## config.mk

```make
export PLATFORM = sky130hd
export DESIGN_NAME = memory_map_vector_decode
export DESIGN_NICKNAME = d
export VERILOG_FILES = /design/src/design/memory_map_pkg.sv /design/src/design/memory_map_vector_decode.sv
export SDC_FILE = /design/constraint.sdc
export NUM_CORES = 1
export LEC_CHECK = 0
export BUFFER_PORTS_ARGS = -buffer_cell sky130_fd_sc_hd__buf_2
export CORE_ASPECT_RATIO = 0.7
export CORE_MARGIN = 2
export CORE_UTILIZATION = 50
export DETAILED_ROUTE_END_ITERATION = 8
export GPL_TIMING_DRIVEN = 0
export HOLD_SLACK_MARGIN = 0.02
export PLACE_DENSITY = 0.8
export SLEW_MARGIN = 40
export SYNTH_ARGS = -nofsm -noshare
export SYNTH_HDL_FRONTEND = slang
export SYNTH_SLANG_ARGS = --single-unit
```

## constraint.sdc

```tcl
create_clock -name clk_i -period 4.8 [get_ports clk_i]
set_clock_uncertainty 0.2 [all_clocks]
set_input_delay 0.72 -clock clk_i [delete_from_list [all_inputs] [get_ports clk_i]]
set_output_delay 0.72 -clock clk_i [all_outputs]
set_load 0.02 [all_outputs]
```

## src/design/memory_map_pkg.sv

```systemverilog
// package: memory map, vector table and port register constants
// Operation
// decoder spans one 64K byte space using the 16-bit core address
// 128 byte register region kept apart from RAM of up to 2 Kbytes
// stack lies in RAM from 0100h to 01ffh, 256 bytes at most
// map holds 60 byte display RAM and up to 24 Kbytes program memory
// vectors at the top; reset vector pair at fffe-ffffh
// software trap vector pair at fffc-fffdh
// non-maskable external interrupt vector pair at fffa-fffbh
// five external vectors from fff0h (port d) up to fff8h
// port a bits 3..0 use fff8h, bits 7..4 use fff6h
// peripheral vectors ffe0h to ffeeh in the listed order
// auxiliary clock vector at ffech unused on variants without it
// port a data, direction, option at 0000h-0002h, rw, reset 00h
// address 0003h is a reserved hole with no register
// port b data, direction, option at 0004h-0006h, rw, reset 00h
// reserved register addresses: writes ignored, reads harmless
// vector pair read high byte at lower address, low byte at higher
package memory_map_pkg;

    localparam logic [15:0] reg_base = 16'h0000;
    localparam logic [15:0] reg_last = 16'h007f;
    localparam logic [15:0] ram_base = 16'h0080;
    localparam logic [15:0] ram_last = 16'h087f;
    localparam logic [15:0] stack_base = 16'h0100;
    localparam logic [15:0] stack_last = 16'h01ff;
    localparam logic [15:0] lcd_base = 16'h0880;
    localparam logic [15:0] lcd_last = 16'h08bb;
    localparam logic [15:0] prog_base = 16'ha000;
    localparam logic [15:0] prog_last = 16'hffdf;
    localparam logic [15:0] vec_base = 16'hffe0;

    localparam logic [15:0] ofs_port_a_pin_value = 16'h0000;
    localparam logic [15:0] ofs_port_a_direction = 16'h0001;
    localparam logic [15:0] ofs_port_a_option = 16'h0002;
    localparam logic [15:0] ofs_reserved_hole = 16'h0003;
    localparam logic [15:0] ofs_port_b_pin_value = 16'h0004;
    localparam logic [15:0] ofs_port_b_direction = 16'h0005;
    localparam logic [15:0] ofs_port_b_option = 16'h0006;
    localparam logic [7:0] port_reg_reset = 8'h00;
    localparam logic [7:0] reserved_read_value = 8'h00;

    localparam logic [15:0] vec_i2c = 16'hffe0;
    localparam logic [15:0] vec_async_serial_unit = 16'hffe2;
    localparam logic [15:0] vec_timer_b = 16'hffe4;
    localparam logic [15:0] vec_timer_a = 16'hffe6;
    localparam logic [15:0] vec_spi = 16'hffe8;
    localparam logic [15:0] vec_can = 16'hffea;
    localparam logic [15:0] vec_aux_clock_controller = 16'hffec;
    localparam logic [15:0] vec_main_clock_controller = 16'hffee;
    localparam logic [15:0] vec_ext_irq_port_d = 16'hfff0;
    localparam logic [15:0] vec_ext_irq_port_c = 16'hfff2;
    localparam logic [15:0] vec_ext_irq_port_b = 16'hfff4;
    localparam logic [15:0] vec_ext_irq_port_a_high = 16'hfff6;
    localparam logic [15:0] vec_ext_irq_port_a_low = 16'hfff8;
    localparam logic [15:0] vec_nmi = 16'hfffa;
    localparam logic [15:0] vec_trap = 16'hfffc;
    localparam logic [15:0] vec_reset = 16'hfffe;

    typedef enum logic [2:0]
    {
        region_reg = 3'h0,
        region_ram = 3'h1,
        region_lcd = 3'h2,
        region_prog = 3'h3,
        region_vector = 3'h4,
        region_none = 3'h5
    } region_type;

    typedef enum logic [3:0]
    {
        src_i2c = 4'h0,
        src_async_serial_unit = 4'h1,
        src_timer_b = 4'h2,
        src_timer_a = 4'h3,
        src_spi = 4'h4,
        src_can = 4'h5,
        src_aux_clock_controller = 4'h6,
        src_main_clock_controller = 4'h7,
        src_ext_irq_port_d = 4'h8,
        src_ext_irq_port_c = 4'h9,
        src_ext_irq_port_b = 4'ha,
        src_ext_irq_port_a_high = 4'hb,
        src_ext_irq_port_a_low = 4'hc,
        src_nmi = 4'hd,
        src_trap = 4'he,
        src_reset = 4'hf
    } irq_source_type;

    typedef struct packed
    {
        logic [7:0] pin_value;
        logic [7:0] direction;
        logic [7:0] option;
    } port_regs_type;

    typedef struct packed
    {
        logic reg_sel;
        logic ram_sel;
        logic stack_sel;
        logic lcd_sel;
        logic prog_sel;
        logic vector_sel;
    } selects_type;

endpackage : memory_map_pkg

```

## src/design/memory_map_vector_decode.sv

```systemverilog
// module: address decode, vector map and port a/b register slots
`timescale 1ns/1ps
module memory_map_vector_decode
    import memory_map_pkg::*;
#(
    parameter bit has_aux_clock = 1'b1
)
(
    // clock and reset
    input wire logic clk_i,
    input wire logic rst_i,
    // core bus
    input wire logic [15:0] addr_i,
    input wire logic rd_i,
    input wire logic wr_i,
    input wire logic [7:0] wdata_i,
    // vector request
    input wire logic vec_req_i,
    input wire irq_source_type vec_src_i,
    // decode results
    output selects_type sel_o,
    output region_type region_o,
    output logic [7:0] rdata_o,
    output logic reg_hit_o,
    // vector answer
    output logic [15:0] vec_addr_o,
    output logic vec_valid_o,
    output logic vec_unused_o,
    // port register contents
    output port_regs_type port_a_o,
    output port_regs_type port_b_o
);

////////////////////////////////////////////////////////////////////////////

function automatic logic in_range(input logic [15:0] a,
    input logic [15:0] lo, input logic [15:0] hi);
    in_range = (a >= lo) && (a <= hi);
endfunction : in_range

function automatic logic [15:0] vector_of(input irq_source_type s);
    unique case (s)
        src_i2c: vector_of = vec_i2c;
        src_async_serial_unit: vector_of = vec_async_serial_unit;
        src_timer_b: vector_of = vec_timer_b;
        src_timer_a: vector_of = vec_timer_a;
        src_spi: vector_of = vec_spi;
        src_can: vector_of = vec_can;
        src_aux_clock_controller: vector_of = vec_aux_clock_controller;
        src_main_clock_controller: vector_of = vec_main_clock_controller;
        src_ext_irq_port_d: vector_of = vec_ext_irq_port_d;
        src_ext_irq_port_c: vector_of = vec_ext_irq_port_c;
        src_ext_irq_port_b: vector_of = vec_ext_irq_port_b;
        src_ext_irq_port_a_high: vector_of = vec_ext_irq_port_a_high;
        src_ext_irq_port_a_low: vector_of = vec_ext_irq_port_a_low;
        src_nmi: vector_of = vec_nmi;
        src_trap: vector_of = vec_trap;
        src_reset: vector_of = vec_reset;
    endcase
endfunction : vector_of

////////////////////////////////////////////////////////////////////////////
// address decode

selects_type sel_ff;
selects_type nxt_sel;
region_type region_ff;
region_type nxt_region;
logic reg_hit_ff;
logic nxt_reg_hit;

always_comb
begin
    // whole 16-bit space, each address gets one region code; 08bch-9fffh fall to region_none
    nxt_sel = '0;
    nxt_sel.reg_sel = in_range(addr_i, reg_base, reg_last);
    nxt_sel.ram_sel = in_range(addr_i, ram_base, ram_last);
    nxt_sel.stack_sel = in_range(addr_i, stack_base, stack_last);
    nxt_sel.lcd_sel = in_range(addr_i, lcd_base, lcd_last);
    nxt_sel.prog_sel = in_range(addr_i, prog_base, prog_last);
    nxt_sel.vector_sel = (addr_i >= vec_base);
    if (nxt_sel.reg_sel)
        nxt_region = region_reg;
    else if (nxt_sel.ram_sel)
        nxt_region = region_ram;
    else if (nxt_sel.lcd_sel)
        nxt_region = region_lcd;
    else if (nxt_sel.prog_sel)
        nxt_region = region_prog;
    else if (nxt_sel.vector_sel)
        nxt_region = region_vector;
    else
        nxt_region = region_none;
    nxt_reg_hit = nxt_sel.reg_sel && (rd_i || wr_i);
end

always_ff @(posedge clk_i)
begin
    if (rst_i)
    begin
        sel_ff <= '0;
        region_ff <= region_none;
        reg_hit_ff <= 1'b0;
    end
    else
    begin
        sel_ff <= nxt_sel;
        region_ff <= nxt_region;
        reg_hit_ff <= nxt_reg_hit;
    end
end

////////////////////////////////////////////////////////////////////////////
// port a and b register slots

port_regs_type port_a_ff;
port_regs_type nxt_port_a;
port_regs_type port_b_ff;
port_regs_type nxt_port_b;
logic [7:0] rdata_ff;
logic [7:0] nxt_rdata;

always_comb
begin
    nxt_port_a = port_a_ff;
    nxt_port_b = port_b_ff;
    if (wr_i)
    begin
        // the hole at 0003h and other offsets fall through untouched
        unique case (addr_i)
            ofs_port_a_pin_value: nxt_port_a.pin_value = wdata_i;
            ofs_port_a_direction: nxt_port_a.direction = wdata_i;
            ofs_port_a_option: nxt_port_a.option = wdata_i;
            ofs_port_b_pin_value: nxt_port_b.pin_value = wdata_i;
            ofs_port_b_direction: nxt_port_b.direction = wdata_i;
            ofs_port_b_option: nxt_port_b.option = wdata_i;
            default: ;
        endcase
    end
    nxt_rdata = rdata_ff;
    if (rd_i)
    begin
        unique case (addr_i)
            ofs_port_a_pin_value: nxt_rdata = port_a_ff.pin_value;
            ofs_port_a_direction: nxt_rdata = port_a_ff.direction;
            ofs_port_a_option: nxt_rdata = port_a_ff.option;
            ofs_reserved_hole: nxt_rdata = reserved_read_value;
            ofs_port_b_pin_value: nxt_rdata = port_b_ff.pin_value;
            ofs_port_b_direction: nxt_rdata = port_b_ff.direction;
            ofs_port_b_option: nxt_rdata = port_b_ff.option;
            default: nxt_rdata = reserved_read_value;
        endcase
    end
end

always_ff @(posedge clk_i)
begin
    if (rst_i)
    begin
        port_a_ff <= {3{port_reg_reset}};
        port_b_ff <= {3{port_reg_reset}};
        rdata_ff <= reserved_read_value;
    end
    else
    begin
        port_a_ff <= nxt_port_a;
        port_b_ff <= nxt_port_b;
        rdata_ff <= nxt_rdata;
    end
end

////////////////////////////////////////////////////////////////////////////
// vector lookup; address given is the high byte, low byte follows at +1

logic [15:0] vec_addr_ff;
logic [15:0] nxt_vec_addr;
logic vec_valid_ff;
logic nxt_vec_valid;
logic vec_unused_ff;
logic nxt_vec_unused;

always_comb
begin
    nxt_vec_addr = vec_addr_ff;
    nxt_vec_valid = vec_req_i;
    nxt_vec_unused = vec_unused_ff;
    if (vec_req_i)
    begin
        nxt_vec_addr = vector_of(vec_src_i);
        // variants without the aux clock leave its slot idle
        nxt_vec_unused = !has_aux_clock &&
            (vec_src_i == src_aux_clock_controller);
    end
end

always_ff @(posedge clk_i)
begin
    if (rst_i)
    begin
        vec_addr_ff <= vec_reset;
        vec_valid_ff <= 1'b0;
        vec_unused_ff <= 1'b0;
    end
    else
    begin
        vec_addr_ff <= nxt_vec_addr;
        vec_valid_ff <= nxt_vec_valid;
        vec_unused_ff <= nxt_vec_unused;
    end
end

////////////////////////////////////////////////////////////////////////////

assign sel_o = sel_ff;
assign region_o = region_ff;
assign reg_hit_o = reg_hit_ff;
assign rdata_o = rdata_ff;
assign vec_addr_o = vec_addr_ff;
assign vec_valid_o = vec_valid_ff;
assign vec_unused_o = vec_unused_ff;
assign port_a_o = port_a_ff;
assign port_b_o = port_b_ff;

endmodule : memory_map_vector_decode

```

==> flow_metrics.py <==
metrics = {
    "logic_synthesis": {
        "synth_top_area_cell": "dfxtp_1",
        "ys.flop_type": "dfxtp_1",
        "synth_warnings": 0,
        "synth_area_leaders": "dfxtp_1 42%, mux2i_1 15%, nand2b_1 11%, mux4_2 4.0%, buf_4 3.1%",
        "synth_seq_cells": 71,
        "synth_enable_flop_cells": 0,
        "yosysMostFrequentCell": "dfxtp_1",
        "syn_inst": 320,
        "syn_area_mm2": 0.00337,
        "synth_top_area_frac": 0.422,
        "synth_common_cells": "71 x dfxtp_1, 57 x nand2b_1, 52 x mux2i_1",
        "async_reset_ff_frac": 0,
        "netlist-cell-type-count": 48,
        "synth_seq_area_share": 0.422,
        "syn_avg_cell_area_um2": 10.5,
    },
    "critical_path": {
        "rr_startpoint": "port_b_o[0]",
        "crit_family": "simple AND/OR/NAND/NOR gates",
        "r2r_cells": 3,
        "cp-start-kind": "input port",
        "crit_type": "input port to register",
        "worstPathArrival_ps": 2560,
        "critical_path_required_ps": 4870,
        "path_depth": 5,
        "critPathBufInv": 1,
        "r2r-end": "rdata_o[0]",
        "path_cells": "buf_2 > or4_4 > nor3b_4 > nand4_2 > mux2i_1",
        "critical_path.max_fanout": 8,
        "r2r_slack_ps": 3390,
        "cpMaxStageDelayCell": "or4_4",
        "cpPeakStageDelay_ps": 550,
        "endpoint_kind": "register",
    },
    "placement": {
        "place.gp.congestion": 0.818,
        "hpwl_um": 6830,
        "dp.cells": 520,
        "place_area_mm2": 0.00401,
        "io_buffers": 98,
        "post-place-ws_ps": 1960,
    },
    "power_and_ir_drop": {
        "total_power_mw": 1.24,
        "p_per_area_mw_per_mm2": 293,
        "vdd_drop_max_v": 0.000234,
        "p_int_mw": 0.945,
        "combPwrFrac": 0.094,
        "p_sw_frac": 0.237,
        "clockPowerShare": 0.422,
        "power.leakage_nw": 2.08,
        "switching_power_mw": 0.294,
        "sequentialPowerShare": 0.484,
    },
    "sta": {
        "min_period_over_period": 0.519,
        "finalMaxSlewViolations": 0,
        "clock.fmax_mhz": 401,
        "setup_tns_ps": 0,
        "setup_ws_ps": 2310,
        "tightestPinTransition_ps": 799,
        "finalHoldWorstSlack_ps": 290,
        "setup_viol": 0,
        "rsz0062_at_grt": "no",
        "period_minus_slack_ps": 2490,
        "slew_headroom": 0.463,
        "hold_violations": 0,
    },
    "clocking": {
        "cts_num_sinks": 71,
        "hold_buffers": 0,
        "htreeDepth": 3,
        "cts.repair.resized": 0,
        "clock-root-buffer": "clkbuf_8",
        "path_clk_slew_ps": 70,
        "tritoncts": "done",
        "clkLatencyLatePin_ps": 360,
        "cts_inserted_buffers": 9,
        "cts_buffer_depth": 2,
        "cts_setup_buffers": 0,
    },
    "floorplanning": {
        "die_h_um": 72.7,
        "dieArea_mm2": 0.00742,
        "ioPinCount": 117,
        "die_x_um": 102,
        "rows": 24,
        "core_area_mm2": 0.00637,
        "start_util": 0.529,
    },
    "route": {
        "drt-total-wl_um": 9200,
        "drt_iter0_markers": 171,
        "drc": 0,
        "drt_first_pass_iters": 5,
        "ant_nets": 0,
        "vias": 2860,
        "wire_per_inst_um": 17.2,
        "via_per_inst": 5.35,
    },
    "finish": {
        "n_fill_cell": 546,
        "fin_cells": 535,
        "design_area_mm2": 0.00423,
        "fin_nets": 473,
        "n_antenna_cell": 0,
        "fin_util": 0.664,
        "area_delta_synth_final_pct": 25.4,
        "drive_above_1_share": 0.356,
    },
    "worst_hold_path": {
        "min_to": "port_b_o[20]",
        "hold_class": "register to register",
        "whs_path_depth": 2,
        "hold_start": "port_b_o[20]",
    },
    "global_routing": {
        "grt_max_degree": 12,
        "overflow": 0,
        "grt_pass1_wl_um": 13800,
        "antenna_found_initial": 0,
        "grt_pass1_vias": 2559,
        "grtUsageTotal": 0.252,
    },
    "outcome": {
        "status": "complete, no violations",
    },
    "job": {
        "maxCapViolations": 0,
    },
}
## state kept, by name, indices dropped and copies added, names as in the netlist
name	count
port_a_o	24
vec_valid_o	1
sel_o	6
vec_addr_o	4
port_b_o	24
region_o	3
reg_hit_o	1
rdata_o	8
## area by class of cell
| type | instances | area, um2 | share of cell area |
|---|---|---|---|
| Buffer | 34 | 185 | 0.0438 |
| Clock buffer | 11 | 141 | 0.0335 |
| Clock inverter | 4 | 70.1 | 0.0166 |
| Multi-Input combinational cell | 226 | 1800 | 0.427 |
| Sequential cell | 71 | 1420 | 0.336 |
| Tap cell | 91 | 114 | 0.0269 |
| Timing Repair Buffer | 98 | 490 | 0.116 |
## power groups by stage
stage	combinational [mW]	clock, mW	sequential (mW)
6_report	0.116	0.523	0.600
4_1_cts	0.115	0.528	0.600
5_1_grt	0.124	0.553	0.600
3_5_place_dp	0.115	0	0.613
2_1_floorplan	0.0667	0	0.622
3_3_place_gp	0.113	0	0.613
## tightest hold or removal path: cells and delay by family (launching register included)
kind	cells	cell delay [ps]
muxes	1	50
and+or+nand+nor	1	70
DFF	1	320
## worst max-delay path by stage
| stage | slack [ps] | end | from |
|---|---|---|---|
| final | 2310 | port_b_o[5] | addr_i[15] |
| after global routing | 2260 | rdata_o[0] | addr_i[10] |
| after CTS | 2350 | port_b_o[5] | addr_i[15] |
| after detailed placement | 1960 | port_b_o[5] | addr_i[15] |
| after global placement | 2010 | port_b_o[0] | addr_i[15] |
| after floorplan | 2250 | region_o[0] | addr_i[15] |
## logic make-up (layout without fill, tap and decap cells)
family	Yosys count	after routing	synth area share
AOI/OAI and AO/OA	23	23	0.0542
buffers and inverters	34	147	0.0550
muxes	66	66	0.221
xor gates and xnor gates	1	1	0.00260
DFF	71	71	0.422
other	2	13	0.00223
and+or+nand+nor	123	123	0.243
## routing by layer
layer / routed length [um] / GRT usage
met1: 4280 / 0.366
met3: 752 / 0.0805
met5: 0 / 0
met4: 158 / 0.0696
met2: 4010 / 0.362
## cells in the final DEF, fill, tap and decap left out, types with 5 or more instances in the layout
cell type,synthesis,layout
nor2b_1,5,5
a311oi_1,6,6
clkbuf_8,0,10
mux2i_1,52,52
clkbuf_1,15,16
buf_4,14,14
mux4_2,6,6
mux2_2,8,8
conb_1,2,13
dfxtp_1,71,71
nand3_1,12,12
buf_2,4,102
nand2b_1,57,57
nor2_1,13,13
(Power assumes the default switching activity.)
